## src/design/chs_pkg.sv

```systemverilog
`default_nettype none
package chs_pkg;

  // register bus geometry
  localparam int CHS_ADDR_W = 8;
  localparam int CHS_DATA_W = 8;
  localparam int CHS_NUM_REGS = 3;
  localparam int CHS_IDX_W = 2;

  // register offsets, consecutive
  localparam logic [CHS_ADDR_W-1:0] CHS_OFF_INPUT_POWER = 8'h1B;
  localparam logic [CHS_ADDR_W-1:0] CHS_OFF_PHASE_SOURCE = 8'h1C;
  localparam logic [CHS_ADDR_W-1:0] CHS_OFF_OPTIMIZER_THERMAL = 8'h1D;

  // register indices
  localparam logic [CHS_IDX_W-1:0] CHS_IDX_INPUT_POWER = 2'h0;
  localparam logic [CHS_IDX_W-1:0] CHS_IDX_PHASE_SOURCE = 2'h1;
  localparam logic [CHS_IDX_W-1:0] CHS_IDX_OPTIMIZER_THERMAL = 2'h2;

  // reset value and answer to unmapped reads
  localparam logic [CHS_DATA_W-1:0] CHS_RESET_VALUE = 8'h00;
  localparam logic [CHS_DATA_W-1:0] CHS_UNMAPPED_VALUE = 8'h00;

  // input_power_status fields
  localparam int CHS_B_INPUT_CURRENT = 7;
  localparam int CHS_B_INPUT_VOLTAGE = 6;
  localparam int CHS_B_HOST_TIMER = 5;
  localparam int CHS_B_S0_RESERVED = 4;
  localparam int CHS_B_POWER_GOOD = 3;
  localparam int CHS_B_SECOND_SOURCE = 2;
  localparam int CHS_B_FIRST_SOURCE = 1;
  localparam int CHS_B_BUS_INPUT = 0;
  localparam logic [CHS_DATA_W-1:0] CHS_RSVD_MASK_S0 = 8'h10;

  // charge_phase_source_status fields
  localparam int CHS_PHASE_LSB = 5;
  localparam int CHS_PHASE_MSB = 7;
  localparam int CHS_TYPE_LSB = 1;
  localparam int CHS_TYPE_MSB = 4;
  localparam int CHS_B_DETECT_DONE = 0;
  localparam logic [CHS_DATA_W-1:0] CHS_RSVD_MASK_S1 = 8'h00;

  // optimizer_thermal_status fields
  localparam int CHS_OPT_LSB = 6;
  localparam int CHS_OPT_MSB = 7;
  localparam int CHS_B_THERMAL = 2;
  localparam int CHS_B_DATA_LINE = 1;
  localparam int CHS_B_BATTERY = 0;
  localparam logic [CHS_DATA_W-1:0] CHS_RSVD_MASK_S2 = 8'h38;

  // charge phase codes
  localparam logic [2:0] CHS_PHASE_NONE = 3'h0;
  localparam logic [2:0] CHS_PHASE_FAST_CC = 3'h3;
  localparam logic [2:0] CHS_PHASE_TERM_DONE = 3'h7;

  // input type codes used by the block
  localparam logic [3:0] CHS_TYPE_OTG = 4'h7;
  localparam logic [3:0] CHS_TYPE_BACKUP = 4'hC;

  // current optimizer codes
  localparam logic [1:0] CHS_OPT_MAX_FOUND = 2'h2;

  // register access sequencer, one-hot
  typedef enum logic [1:0] {
    CHS_ST_IDLE = 2'b01,
    CHS_ST_ANSWER = 2'b10
  } chs_state_t;

  // true when the address hits one of the status registers
  function automatic logic chs_reg_mapped(input logic [CHS_ADDR_W-1:0] addr);
    return (addr >= CHS_OFF_INPUT_POWER) && (addr <= CHS_OFF_OPTIMIZER_THERMAL);
  endfunction

  // register index of a mapped address
  function automatic logic [CHS_IDX_W-1:0] chs_reg_index(input logic [CHS_ADDR_W-1:0] addr);
    logic [CHS_ADDR_W-1:0] rel;
    rel = addr - CHS_OFF_INPUT_POWER;
    return rel[CHS_IDX_W-1:0];
  endfunction

  // reserved positions per register
  function automatic logic [CHS_DATA_W-1:0] chs_rsvd_mask(input logic [CHS_IDX_W-1:0] idx);
    case (idx)
      CHS_IDX_INPUT_POWER: return CHS_RSVD_MASK_S0;
      CHS_IDX_PHASE_SOURCE: return CHS_RSVD_MASK_S1;
      default: return CHS_RSVD_MASK_S2;
    endcase
  endfunction

endpackage
`default_nettype wire

```

## src/design/chs_status_byte.sv

```systemverilog
`timescale 1ns/1ps
`default_nettype none
module chs_status_byte
  import chs_pkg::*;
#(
  parameter logic [CHS_DATA_W-1:0] RSVD_MASK = CHS_RESET_VALUE
) (
  input wire logic i_clock,
  input wire logic i_sys_rst,
  input wire logic [CHS_DATA_W-1:0] i_next,
  output logic [CHS_DATA_W-1:0] o_value
);

  logic [CHS_DATA_W-1:0] value_q;

  // live sample every clock; reserved positions forced low so no source can leak there
  always_ff @(posedge i_clock) begin
    if (i_sys_rst) begin
      value_q <= CHS_RESET_VALUE;
    end else begin
      value_q <= i_next & ~RSVD_MASK;
    end
  end

  assign o_value = value_q;

endmodule
`default_nettype wire

```

## src/design/chs_read_port.sv

```systemverilog
`timescale 1ns/1ps
`default_nettype none
module chs_read_port
  import chs_pkg::*;
(
  input wire logic i_clock,
  input wire logic i_sys_rst,
  input wire logic i_load,
  input wire logic [CHS_ADDR_W-1:0] i_addr,
  input wire logic [CHS_DATA_W-1:0] i_input_power,
  input wire logic [CHS_DATA_W-1:0] i_phase_source,
  input wire logic [CHS_DATA_W-1:0] i_optimizer_thermal,
  output logic [CHS_DATA_W-1:0] o_rdata
);

  logic [CHS_DATA_W-1:0] rdata_q;
  logic [CHS_DATA_W-1:0] rdata_d;

  // select the addressed byte; unmapped addresses answer with a fixed value
  always_comb begin
    rdata_d = CHS_UNMAPPED_VALUE;
    if (chs_reg_mapped(i_addr)) begin
      case (chs_reg_index(i_addr))
        CHS_IDX_INPUT_POWER: rdata_d = i_input_power;
        CHS_IDX_PHASE_SOURCE: rdata_d = i_phase_source;
        CHS_IDX_OPTIMIZER_THERMAL: rdata_d = i_optimizer_thermal;
        default: rdata_d = CHS_UNMAPPED_VALUE;
      endcase
    end
  end

  // read data held until the next read so the host can take it at leisure
  always_ff @(posedge i_clock) begin
    if (i_sys_rst) begin
      rdata_q <= CHS_RESET_VALUE;
    end else if (i_load) begin
      rdata_q <= rdata_d;
    end
  end

  assign o_rdata = rdata_q;

endmodule
`default_nettype wire

```

## src/design/chs_status_regs.sv

```systemverilog
`timescale 1ns/1ps
`default_nettype none
module chs_status_regs
  import chs_pkg::*;
(
  input wire logic i_clock,
  input wire logic i_sys_rst,
  input wire logic i_reverse_mode,
  input wire logic i_input_current_limit_loop,
  input wire logic i_input_voltage_limit_loop,
  input wire logic i_reverse_output_current_loop,
  input wire logic i_reverse_output_voltage_loop,
  input wire logic i_host_timer_expired,
  input wire logic i_input_power_good,
  input wire logic i_second_source_present,
  input wire logic i_first_source_present,
  input wire logic i_bus_input_present,
  input wire logic [2:0] i_charge_phase_code,
  input wire logic [3:0] i_input_type_code,
  input wire logic i_adaptor_detect_done,
  input wire logic [1:0] i_current_optimizer_state,
  input wire logic i_die_thermal_limit_active,
  input wire logic i_data_line_detect_running,
  input wire logic i_battery_present,
  input wire logic [CHS_ADDR_W-1:0] i_reg_addr,
  input wire logic i_reg_rd,
  input wire logic i_reg_wr,
  input wire logic [CHS_DATA_W-1:0] i_reg_wdata,
  output logic [CHS_DATA_W-1:0] o_reg_rdata,
  output logic o_reg_ack,
  output logic o_reg_err
);

  logic [CHS_DATA_W-1:0] status_d [CHS_NUM_REGS];
  logic [CHS_DATA_W-1:0] status_q [CHS_NUM_REGS];
  logic current_flag;
  logic voltage_flag;
  chs_state_t state_q;
  chs_state_t state_d;
  logic take_req;
  logic take_rd;
  logic err_q;
  logic past_valid_q;
  logic wdata_unused;

  // write data has no destination: every register here is read-only
  assign wdata_unused = ^i_reg_wdata;

  // regulation flags follow whichever loop set applies to the present direction
  assign current_flag = i_reverse_mode ? i_reverse_output_current_loop : i_input_current_limit_loop;
  assign voltage_flag = i_reverse_mode ? i_reverse_output_voltage_loop : i_input_voltage_limit_loop;

  // next value of the input power register
  always_comb begin
    status_d[CHS_IDX_INPUT_POWER] = CHS_RESET_VALUE;
    status_d[CHS_IDX_INPUT_POWER][CHS_B_INPUT_CURRENT] = current_flag;
    status_d[CHS_IDX_INPUT_POWER][CHS_B_INPUT_VOLTAGE] = voltage_flag;
    status_d[CHS_IDX_INPUT_POWER][CHS_B_HOST_TIMER] = i_host_timer_expired;
    status_d[CHS_IDX_INPUT_POWER][CHS_B_POWER_GOOD] = i_input_power_good;
    status_d[CHS_IDX_INPUT_POWER][CHS_B_SECOND_SOURCE] = i_second_source_present;
    status_d[CHS_IDX_INPUT_POWER][CHS_B_FIRST_SOURCE] = i_first_source_present;
    status_d[CHS_IDX_INPUT_POWER][CHS_B_BUS_INPUT] = i_bus_input_present;
  end

  // next value of the phase and source register; codes pass through unaltered
  always_comb begin
    status_d[CHS_IDX_PHASE_SOURCE] = CHS_RESET_VALUE;
    status_d[CHS_IDX_PHASE_SOURCE][CHS_PHASE_MSB:CHS_PHASE_LSB] = i_charge_phase_code;
    status_d[CHS_IDX_PHASE_SOURCE][CHS_TYPE_MSB:CHS_TYPE_LSB] = i_input_type_code;
    status_d[CHS_IDX_PHASE_SOURCE][CHS_B_DETECT_DONE] = i_adaptor_detect_done;
  end

  // next value of the optimizer and thermal register
  always_comb begin
    status_d[CHS_IDX_OPTIMIZER_THERMAL] = CHS_RESET_VALUE;
    status_d[CHS_IDX_OPTIMIZER_THERMAL][CHS_OPT_MSB:CHS_OPT_LSB] = i_current_optimizer_state;
    status_d[CHS_IDX_OPTIMIZER_THERMAL][CHS_B_THERMAL] = i_die_thermal_limit_active;
    status_d[CHS_IDX_OPTIMIZER_THERMAL][CHS_B_DATA_LINE] = i_data_line_detect_running;
    status_d[CHS_IDX_OPTIMIZER_THERMAL][CHS_B_BATTERY] = i_battery_present;
  end

  // one live sampler per register; a one-cycle lag buys a clean, glitch-free read
  generate
    for (genvar g = 0; g < CHS_NUM_REGS; g++) begin : g_status
      chs_status_byte #(
        .RSVD_MASK(chs_rsvd_mask(CHS_IDX_W'(g)))
      ) u_byte (
        .i_clock(i_clock),
        .i_sys_rst(i_sys_rst),
        .i_next(status_d[g]),
        .o_value(status_q[g])
      );
    end
  endgenerate

  // a request is taken only from idle; one in the answer cycle is dropped
  assign take_req = (state_q == CHS_ST_IDLE) && (i_reg_rd || i_reg_wr);
  assign take_rd = (state_q == CHS_ST_IDLE) && i_reg_rd;

  // access sequencer next state
  always_comb begin
    state_d = state_q;
    case (state_q)
      CHS_ST_IDLE: begin
        if (take_req) begin
          state_d = CHS_ST_ANSWER;
        end
      end
      CHS_ST_ANSWER: begin
        state_d = CHS_ST_IDLE;
      end
      default: begin
        state_d = CHS_ST_IDLE;
      end
    endcase
  end

  // access sequencer state
  always_ff @(posedge i_clock) begin
    if (i_sys_rst) begin
      state_q <= CHS_ST_IDLE;
    end else begin
      state_q <= state_d;
    end
  end

  // error flag marks unmapped addresses; a write to a mapped one is silently accepted
  always_ff @(posedge i_clock) begin
    if (i_sys_rst) begin
      err_q <= 1'b0;
    end else if (take_req) begin
      err_q <= !chs_reg_mapped(i_reg_addr);
    end
  end

  // read data register; writes never load it, so they leave no trace
  chs_read_port u_read (
    .i_clock(i_clock),
    .i_sys_rst(i_sys_rst),
    .i_load(take_rd),
    .i_addr(i_reg_addr),
    .i_input_power(status_q[CHS_IDX_INPUT_POWER]),
    .i_phase_source(status_q[CHS_IDX_PHASE_SOURCE]),
    .i_optimizer_thermal(status_q[CHS_IDX_OPTIMIZER_THERMAL]),
    .o_rdata(o_reg_rdata)
  );

  assign o_reg_ack = (state_q == CHS_ST_ANSWER);
  assign o_reg_err = (state_q == CHS_ST_ANSWER) && err_q;

  // helper: marks cycles whose previous edge was outside reset
  always_ff @(posedge i_clock) begin
    if (i_sys_rst) begin
      past_valid_q <= 1'b0;
    end else begin
      past_valid_q <= 1'b1;
    end
  end

  // field mirrors, one cycle behind the sources
  a_current_flag_mirror: assert property (@(posedge i_clock) disable iff (i_sys_rst)
    past_valid_q |-> status_q[CHS_IDX_INPUT_POWER][CHS_B_INPUT_CURRENT] ==
      $past(i_reverse_mode ? i_reverse_output_current_loop : i_input_current_limit_loop))
    else $error("input current flag does not follow the active loop");

  a_voltage_flag_mirror: assert property (@(posedge i_clock) disable iff (i_sys_rst)
    past_valid_q |-> status_q[CHS_IDX_INPUT_POWER][CHS_B_INPUT_VOLTAGE] ==
      $past(i_reverse_mode ? i_reverse_output_voltage_loop : i_input_voltage_limit_loop))
    else $error("input voltage flag does not follow the active loop");

  a_host_timer_flag: assert property (@(posedge i_clock) disable iff (i_sys_rst)
    $rose(i_host_timer_expired) |=> status_q[CHS_IDX_INPUT_POWER][CHS_B_HOST_TIMER])
    else $error("host timer flag missed expiry");

  a_power_good_flag: assert property (@(posedge i_clock) disable iff (i_sys_rst)
    past_valid_q |-> status_q[CHS_IDX_INPUT_POWER][CHS_B_POWER_GOOD] == $past(i_input_power_good))
    else $error("power good flag wrong");

  a_second_source_flag: assert property (@(posedge i_clock) disable iff (i_sys_rst)
    $fell(i_second_source_present) |=> !status_q[CHS_IDX_INPUT_POWER][CHS_B_SECOND_SOURCE])
    else $error("second source flag stuck high");

  a_first_source_flag: assert property (@(posedge i_clock) disable iff (i_sys_rst)
    past_valid_q |-> status_q[CHS_IDX_INPUT_POWER][CHS_B_FIRST_SOURCE] == $past(i_first_source_present))
    else $error("first source flag wrong");

  a_bus_input_flag: assert property (@(posedge i_clock) disable iff (i_sys_rst)
    i_bus_input_present [*2] |-> status_q[CHS_IDX_INPUT_POWER][CHS_B_BUS_INPUT])
    else $error("bus input flag low while present");

  a_phase_code_field: assert property (@(posedge i_clock) disable iff (i_sys_rst)
    past_valid_q |-> status_q[CHS_IDX_PHASE_SOURCE][CHS_PHASE_MSB:CHS_PHASE_LSB] == $past(i_charge_phase_code))
    else $error("charge phase field wrong");

  a_type_code_field: assert property (@(posedge i_clock) disable iff (i_sys_rst)
    past_valid_q |-> status_q[CHS_IDX_PHASE_SOURCE][CHS_TYPE_MSB:CHS_TYPE_LSB] == $past(i_input_type_code))
    else $error("input type field wrong");

  a_detect_done_flag: assert property (@(posedge i_clock) disable iff (i_sys_rst)
    past_valid_q |-> status_q[CHS_IDX_PHASE_SOURCE][CHS_B_DETECT_DONE] == $past(i_adaptor_detect_done))
    else $error("detect done flag wrong");

  a_optimizer_field: assert property (@(posedge i_clock) disable iff (i_sys_rst)
    past_valid_q |-> status_q[CHS_IDX_OPTIMIZER_THERMAL][CHS_OPT_MSB:CHS_OPT_LSB] ==
      $past(i_current_optimizer_state))
    else $error("optimizer field wrong");

  a_thermal_flag: assert property (@(posedge i_clock) disable iff (i_sys_rst)
    past_valid_q |-> status_q[CHS_IDX_OPTIMIZER_THERMAL][CHS_B_THERMAL] == $past(i_die_thermal_limit_active))
    else $error("thermal flag wrong");

  a_data_line_flag: assert property (@(posedge i_clock) disable iff (i_sys_rst)
    past_valid_q |-> status_q[CHS_IDX_OPTIMIZER_THERMAL][CHS_B_DATA_LINE] == $past(i_data_line_detect_running))
    else $error("data line flag wrong");

  a_battery_flag: assert property (@(posedge i_clock) disable iff (i_sys_rst)
    past_valid_q |-> status_q[CHS_IDX_OPTIMIZER_THERMAL][CHS_B_BATTERY] == $past(i_battery_present))
    else $error("battery flag wrong");

  // reset clears every register; checked without the disable so reset itself is seen
  a_reset_clears_all: assert property (@(posedge i_clock)
    i_sys_rst |=> (status_q[CHS_IDX_INPUT_POWER] == CHS_RESET_VALUE) &&
      (status_q[CHS_IDX_PHASE_SOURCE] == CHS_RESET_VALUE) &&
      (status_q[CHS_IDX_OPTIMIZER_THERMAL] == CHS_RESET_VALUE) && !o_reg_ack)
    else $error("status not cleared by reset");

  a_read_map_answer: assert property (@(posedge i_clock) disable iff (i_sys_rst)
    take_rd && (i_reg_addr == CHS_OFF_PHASE_SOURCE) |=>
      o_reg_ack && !o_reg_err && (o_reg_rdata == $past(status_q[CHS_IDX_PHASE_SOURCE])))
    else $error("read of phase register answered wrongly");

  a_write_leaves_data: assert property (@(posedge i_clock) disable iff (i_sys_rst)
    take_req && !i_reg_rd |=> o_reg_ack && $stable(o_reg_rdata))
    else $error("write disturbed read data");

  a_reserved_read_zero: assert property (@(posedge i_clock) disable iff (i_sys_rst)
    ((status_q[CHS_IDX_INPUT_POWER] & CHS_RSVD_MASK_S0) == CHS_RESET_VALUE) &&
      ((status_q[CHS_IDX_OPTIMIZER_THERMAL] & CHS_RSVD_MASK_S2) == CHS_RESET_VALUE))
    else $error("reserved bit set");

  a_live_not_latched: assert property (@(posedge i_clock) disable iff (i_sys_rst)
    past_valid_q && $fell(i_die_thermal_limit_active) |=> !status_q[CHS_IDX_OPTIMIZER_THERMAL][CHS_B_THERMAL])
    else $error("thermal flag latched after source fell");

  a_ack_one_cycle: assert property (@(posedge i_clock) disable iff (i_sys_rst)
    o_reg_ack |=> !o_reg_ack)
    else $error("ack lasted two cycles");

  // bus answers, checked against the map bounds rather than the decoder
  a_read_power_answer: assert property (@(posedge i_clock) disable iff (i_sys_rst)
    take_rd && (i_reg_addr == CHS_OFF_INPUT_POWER) |=>
      o_reg_ack && !o_reg_err && (o_reg_rdata == $past(status_q[CHS_IDX_INPUT_POWER])))
    else $error("read of input power register answered wrongly");

  a_read_optimizer_answer: assert property (@(posedge i_clock) disable iff (i_sys_rst)
    take_rd && (i_reg_addr == CHS_OFF_OPTIMIZER_THERMAL) |=>
      o_reg_ack && !o_reg_err && (o_reg_rdata == $past(status_q[CHS_IDX_OPTIMIZER_THERMAL])))
    else $error("read of optimizer register answered wrongly");

  a_unmapped_read_err: assert property (@(posedge i_clock) disable iff (i_sys_rst)
    take_rd && ((i_reg_addr < CHS_OFF_INPUT_POWER) || (i_reg_addr > CHS_OFF_OPTIMIZER_THERMAL)) |=>
      o_reg_ack && o_reg_err && (o_reg_rdata == CHS_UNMAPPED_VALUE))
    else $error("unmapped read not flagged");

  a_unmapped_write_err: assert property (@(posedge i_clock) disable iff (i_sys_rst)
    take_req && !i_reg_rd && ((i_reg_addr < CHS_OFF_INPUT_POWER) || (i_reg_addr > CHS_OFF_OPTIMIZER_THERMAL)) |=>
      o_reg_ack && o_reg_err)
    else $error("unmapped write not flagged");

  a_mapped_write_quiet: assert property (@(posedge i_clock) disable iff (i_sys_rst)
    take_req && !i_reg_rd && (i_reg_addr >= CHS_OFF_INPUT_POWER) && (i_reg_addr <= CHS_OFF_OPTIMIZER_THERMAL) |=>
      o_reg_ack && !o_reg_err)
    else $error("write to a status register flagged an error");

  // main scenarios
  c_read_input_power: cover property (@(posedge i_clock) disable iff (i_sys_rst)
    take_rd && (i_reg_addr == CHS_OFF_INPUT_POWER) ##1 o_reg_ack);
  c_reverse_current_loop: cover property (@(posedge i_clock) disable iff (i_sys_rst)
    i_reverse_mode && i_reverse_output_current_loop ##1 status_q[CHS_IDX_INPUT_POWER][CHS_B_INPUT_CURRENT]);
  c_phase_fast_then_done: cover property (@(posedge i_clock) disable iff (i_sys_rst)
    (i_charge_phase_code == CHS_PHASE_FAST_CC) ##[1:20] (i_charge_phase_code == CHS_PHASE_TERM_DONE));
  c_otg_or_backup_type: cover property (@(posedge i_clock) disable iff (i_sys_rst)
    (i_input_type_code == CHS_TYPE_OTG) || (i_input_type_code == CHS_TYPE_BACKUP) ||
      (i_current_optimizer_state == CHS_OPT_MAX_FOUND && i_charge_phase_code != CHS_PHASE_NONE));
  c_unmapped_error: cover property (@(posedge i_clock) disable iff (i_sys_rst)
    o_reg_err && !wdata_unused);

endmodule
`default_nettype wire

```

## config.mk

```make
export PLATFORM = sky130hd
export DESIGN_NAME = chs_status_regs
export DESIGN_NICKNAME = d
export VERILOG_FILES = /design/src/design/chs_pkg.sv /design/src/design/chs_status_byte.sv /design/src/design/chs_read_port.sv /design/src/design/chs_status_regs.sv
export SDC_FILE = /design/constraint.sdc
export NUM_CORES = 1
export LEC_CHECK = 0
export ABC_AREA = 1
export BUFFER_PORTS_ARGS = -buffer_cell sky130_fd_sc_hd__buf_2
export CORE_MARGIN = 4
export CORE_UTILIZATION = 46
export DETAILED_ROUTE_END_ITERATION = 6
export PLACE_DENSITY = 0.75
export SYNTH_ARGS = -nofsm -noshare
export SYNTH_HDL_FRONTEND = slang
export SYNTH_SLANG_ARGS = --single-unit
```

## constraint.sdc

```tcl
create_clock -name i_clock -period 1.3 [get_ports i_clock]
set_input_delay 0.065 -clock i_clock [delete_from_list [all_inputs] [get_ports i_clock]]
set_output_delay 0.065 -clock i_clock [all_outputs]
set_load 0.01 [all_outputs]
```

Word-level counts from Yosys, hierarchy flattened
Index checks and enable logic that the tools add are counted.
W data, S select, Z words.
{ "classes": {"n_addsub": 1, "multipliers": 0, "n_div": 0, "order_cmp": 2, "eq_ne": 4, "shifts": 0, "n_mux": 4, "bitwise_logic": 1, "reduce_logical": 8} }
{ "ops": {"columns": ["operator", "n"], "rows": [
  ["$pmux W8 S3", 1],
  ["$ge A8 B5 Y1 const B", 1],
  ["$le A8 B5 Y1 const B", 1],
  ["$mux W8", 1],
  ["$eq A2 B1 Y1 const B", 2],
  ["$eq A2 B2 Y1 const B", 2],
  ["$logic_and A1 B1 Y1", 4],
  ["$logic_not A2 Y1", 1],
  ["$mux W1", 2],
  ["$reduce_or A2 Y1", 1],
  ["$sub A2 B2 Y2 const B", 1],
  ["$logic_not A1 Y1", 1],
  ["$logic_or A1 B1 Y1", 1],
  ["$not A1 Y1", 1]
]} }
{ "word_totals": {"ff_bits": 35, "latch_bits": 0, "mem_bits_rw": 0, "mem_bits_ro": 0, "input_bits": 43, "output_inout_bits": 10, "word_cells": 28, "n_memories": 0} }

Logic depth before layout (Yosys ltp)
{ "depth": {"depth_word": 4, "depth_mapped": 7, "mapped_depth_nobuf": 6} }

Hierarchy
From an unflattened synthesis, not the netlist that was laid out.
{ "hier_totals": {"hier_cells": 183, "hier_area_um2": 1351.3} }
{ "modules_own_cells": {"columns": ["module", "n_inst", "cells_each", "area_each_um2", "seq_area_each_um2"], "rows": [
  ["chs_read_port", 1, 81, 548.0, 160.2],
  ["chs_status_byte at g_status[1].u_byte", 1, 25, 231.5, 160.2],
  ["chs_status_byte at g_status[0].u_byte", 1, 23, 203.9, 140.1],
  ["chs_status_regs", 1, 35, 203.9, 60.1],
  ["chs_status_byte at g_status[2].u_byte", 1, 19, 163.9, 100.1]
]} }

Worst setup path after synthesis
Ideal clock, no wire load.
{ "synth_path": {"path_kind": "reg-to-reg", "from": "register state_q[1]", "to": "register u_read.rdata_q[4], in the netlist u_read.o_rdata[4]", "setup_time_ps": 70, "arrival_time_ps": 913, "required_time_ps": 1230, "setup_slack_ps": 317, "stages_incl_launch_ff": 7, "path_buffers": 1, "period_less_slack_ps": 983, "path_cell_list": "dfxtp_1 -> inv_1 -> nand3_1 -> buf_2 -> nor2_1 -> nand3_2 -> a21oi_1"} }
{ "synth_via": {"elab_chain_cells": 2} }
{ "synth_lines": {"columns": ["item", "line_no", "rtl"], "rows": [
  ["from (decl)", "chs_status_regs.sv:38", "chs_state_t state_q;"],
  ["from (signal assigned)", "chs_status_regs.sv:123", "state_q <= state_d;"],
  ["$eq A2 B1 Y1", "chs_status_regs.sv:98", "assign take_rd = (state_q == CHS_ST_IDLE) && i_reg_rd;"],
  ["$logic_and A1 B1 Y1", "chs_status_regs.sv:98", null],
  ["to (signal assigned)", "chs_read_port.sv:37", "rdata_q <= rdata_d;"],
  ["to (decl)", "chs_read_port.sv:16", "logic [CHS_DATA_W-1:0] rdata_q;"]
]} }
Every way passes these cells.
A chain may end at the register's enable or synchronous reset.

Worst setup path in the final report
{ "layout_path": {"from": "input i_reverse_output_voltage_loop", "to": "register g_status[0].u_byte.value_q[6]"} }
{ "layout_via": {"elab_chain_cells": 1} }
{ "layout_lines": {"columns": ["item", "line_no", "rtl"], "rows": [
  ["from (decl)", "chs_status_regs.sv:12", "input wire logic i_reverse_output_voltage_loop,"],
  ["$mux W1", "chs_status_regs.sv:51", "assign voltage_flag = i_reverse_mode ? i_reverse_output_voltage_loop : i_input_voltage_limit_loop;"],
  ["to (signal assigned)", "chs_status_byte.sv:21", "value_q <= i_next & ~RSVD_MASK;"],
  ["to (decl)", "chs_status_byte.sv:14", "logic [CHS_DATA_W-1:0] value_q;"]
]} }
Every way passes these cells.

==> results.ini <==
[sta]
clock.fmax_mhz = 850.5
slew_headroom_pct = 79.03
setup_viol = 0
setup_ws_ns = 0.1243
period_needed_ns = 1.176
slew_viol_final = 0
period_share_pct = 90.44
worst_slew_pin_slew_ns = 0.3142
hold_violations = 0
skew_ns = 0.004605
whs_ns = 0.05083
setup_tns_ns = 0
rsz0062_at_grt = false

[clock_network]
post_cts_resized = 0
cts_tree = built
numCtsBuffers = 5
postCtsSetupBuffers = 0
ctsRootBufferMaster = clkbuf_4
cts_hold_buf = 20
clock_path_buffers = 2
clock_sinks = 31
cts_max_level = 2
clk_pin_slew_ns = 0.09
clk-insertion-delay-late_ns = 0.33

[global_route]
grt_start_max_net_pins = 15
grt_first_pass_wirelength_mm = 4.526
grt_pass1_vias = 1104
grt_use_total_pct = 17.66
antenna_found_initial = 0
overflow = 0

[flow_run]
maxCapViolCount = 0

[worst_setup_path]
critical_path_class = in -> reg
worstPathCellList = dlygate4sd3_1, buf_2, nor2_1, nor2_1, dlygate4sd3_1
worstRegToRegCells = 6
critical-path-max-stage-delay_ns = 0.54
startpoint = i_reverse_output_voltage_loop
start_kind = primary input
end_kind = register
r2r_end = err_q
rrSetupSlack_ns = 0.18
arrival_ns = 1.40
worst_ep_required_time_ns = 1.52
critical_path.slowest_cell = dlygate4sd3_1
r2r_start = state_q[1]
crit_path_max_fanout = 1

[synthesis]
synth_common_cells = dfxtp_1, inv_1, nand3_1, nor2_1, nand2_1
yosys_warnings = 0
synth.distinct_cells = 16
syn-instance-count = 157
yosysMostFrequentCell = dfxtp_1
syn_area_um2 = 1220
yosysSeqAreaShare_pct = 50.87
syn_nets = 200
synth-edff-count = 0
synth_area_per_cell_um2 = 7.770
ys_top_cells_by_area = dfxtp_1, nand3_1, inv_1
netlist.area_leader.share_pct = 50.87
synth_ff_type = dfxtp_1
async_reset_ff_share_pct = 0
yosys.area.top_type = dfxtp_1
ys_seq_elements = 31

[floorplan]
fp.dieH_um = 59.50
rows = 18
ioPinCount = 53
core_area_um2 = 2500
die_area_um2 = 3540
dieWidth_um = 59.50
start_util_pct = 48.80

[worst_hold_path]
whs_endpoint = g_status[0].u_byte.o_value[7]
hold_depth = 3
min-delay-start = i_input_current_limit_loop
hp-class = in -> reg

[outcome]
status = finished, final reports clean

[power]
comb_power_share_pct = 13.1
cellPowerDensity_nw_per_um2 = 1085
p_seq_share_pct = 53.7
power_leakage_uw = 0.0009147
switching_share_pct = 23.68
switchingPower_uw = 445.2
power_uw = 1880
intPower_uw = 1434
vdd_ir_drop_max_mv = 0.9138
clock_power_share_pct = 33.2

[layout]
area_growth_pct = 41.95
nets = 268
drive_gt1_share_pct = 26.99
n_antenna_cell = 0
final_util_pct = 69.27

[routing]
route.antenna.remaining_nets = 0
num_vias = 1167
totalWireLength_mm = 2.828
via_per_inst = 4.559
drc = 0
drt_iter0_markers = 42
first_pass_iters = 4
wl_per_cell_um = 11.05

[placed_design]
pre_cts_slack_ns = 0.2410
portBuffers = 44
place.gp.congestion = 0.7344
hpwl_mm = 1.907

-- routing by layer --
layer	part of all wire [%]	GRT usage [%]	vias to the layer above	wire length (um)
met1	39	17.96	514	1094
met4	1.7	8.228	0	49
met2	53	30.58	29	1496
met5	0	0	-	0
met3	6.6	8.061	7	187
li1	-	-	617	-
-- worst max-delay path, delay by kind of cell --
kind / cells / cell delay, ns
simple gates: 2 / 0.14
buf+inv: 3 / 1.19
-- metrics by stage --
stage / cells / cell area, um2
after floorplan: 157 / 1220
final: 256 / 1732
after global placement: 227 / 1453
after detailed placement: 227 / 1453
after global routing: 256 / 1732
after CTS: 255 / 1722
-- final cells by class --
cell class              count  area, um2
repair buffers             67      445.4
clock buffers               8      68.82
flip-flops and latches     31      620.6
inverters                  28      105.1
well taps                  30      37.54
fillers                   203      768.2
multi-input cells          92      454.2
-- registers in the layout, summed over array words and instances (netlist names) --
signal,flops
state_q,2
g_status.u_byte.o_value,20
err_q,1
u_read.o_rdata,8
-- cells by family (layout without fill, tap and decap cells) --
group	count (synthesis)	count (layout)	share of synthesized area, %
buffers and inverters	34	103	11.90
AND/OR/NAND/NOR	79	79	31.59
AO/OA/AOI/OAI	13	13	5.641
flip-flops	31	31	50.87
-- power groups by stage --
stage | clock network (uW) | registers, uW | logic, uW
after floorplan | 0 | 1030 | 121
after global placement | 0 | 1030 | 187
after detailed placement | 0 | 1030 | 194
after CTS | 648 | 1010 | 242
after global routing | 691 | 1010 | 277
final | 624 | 1010 | 247
-- placed cells by master, fill, tap and decap left out, drive strengths merged --
cell type    count
nand3           27
a21oi           10
dlygate4sd3     21
buf             46
o21ai            3
clkbuf           8
nor3b            1
nor2            27
nand2           24
inv             28
dfxtp           31
-- worst max path at each step --
stage | to | slack [ns] | cells past startpoint
final | g_status[0].u_byte.o_value[6] | 0.12 | 5
after global placement | u_read.o_rdata[4] | 0.28 | 6
after global routing | o_reg_err | 0.06 | 3
after CTS | g_status[0].u_byte.o_value[6] | 0.13 | 5
after detailed placement | err_q | 0.24 | 6
after floorplan | u_read.o_rdata[4] | 0.32 | 6
Note: power is estimated with default switching activity, not from simulation.
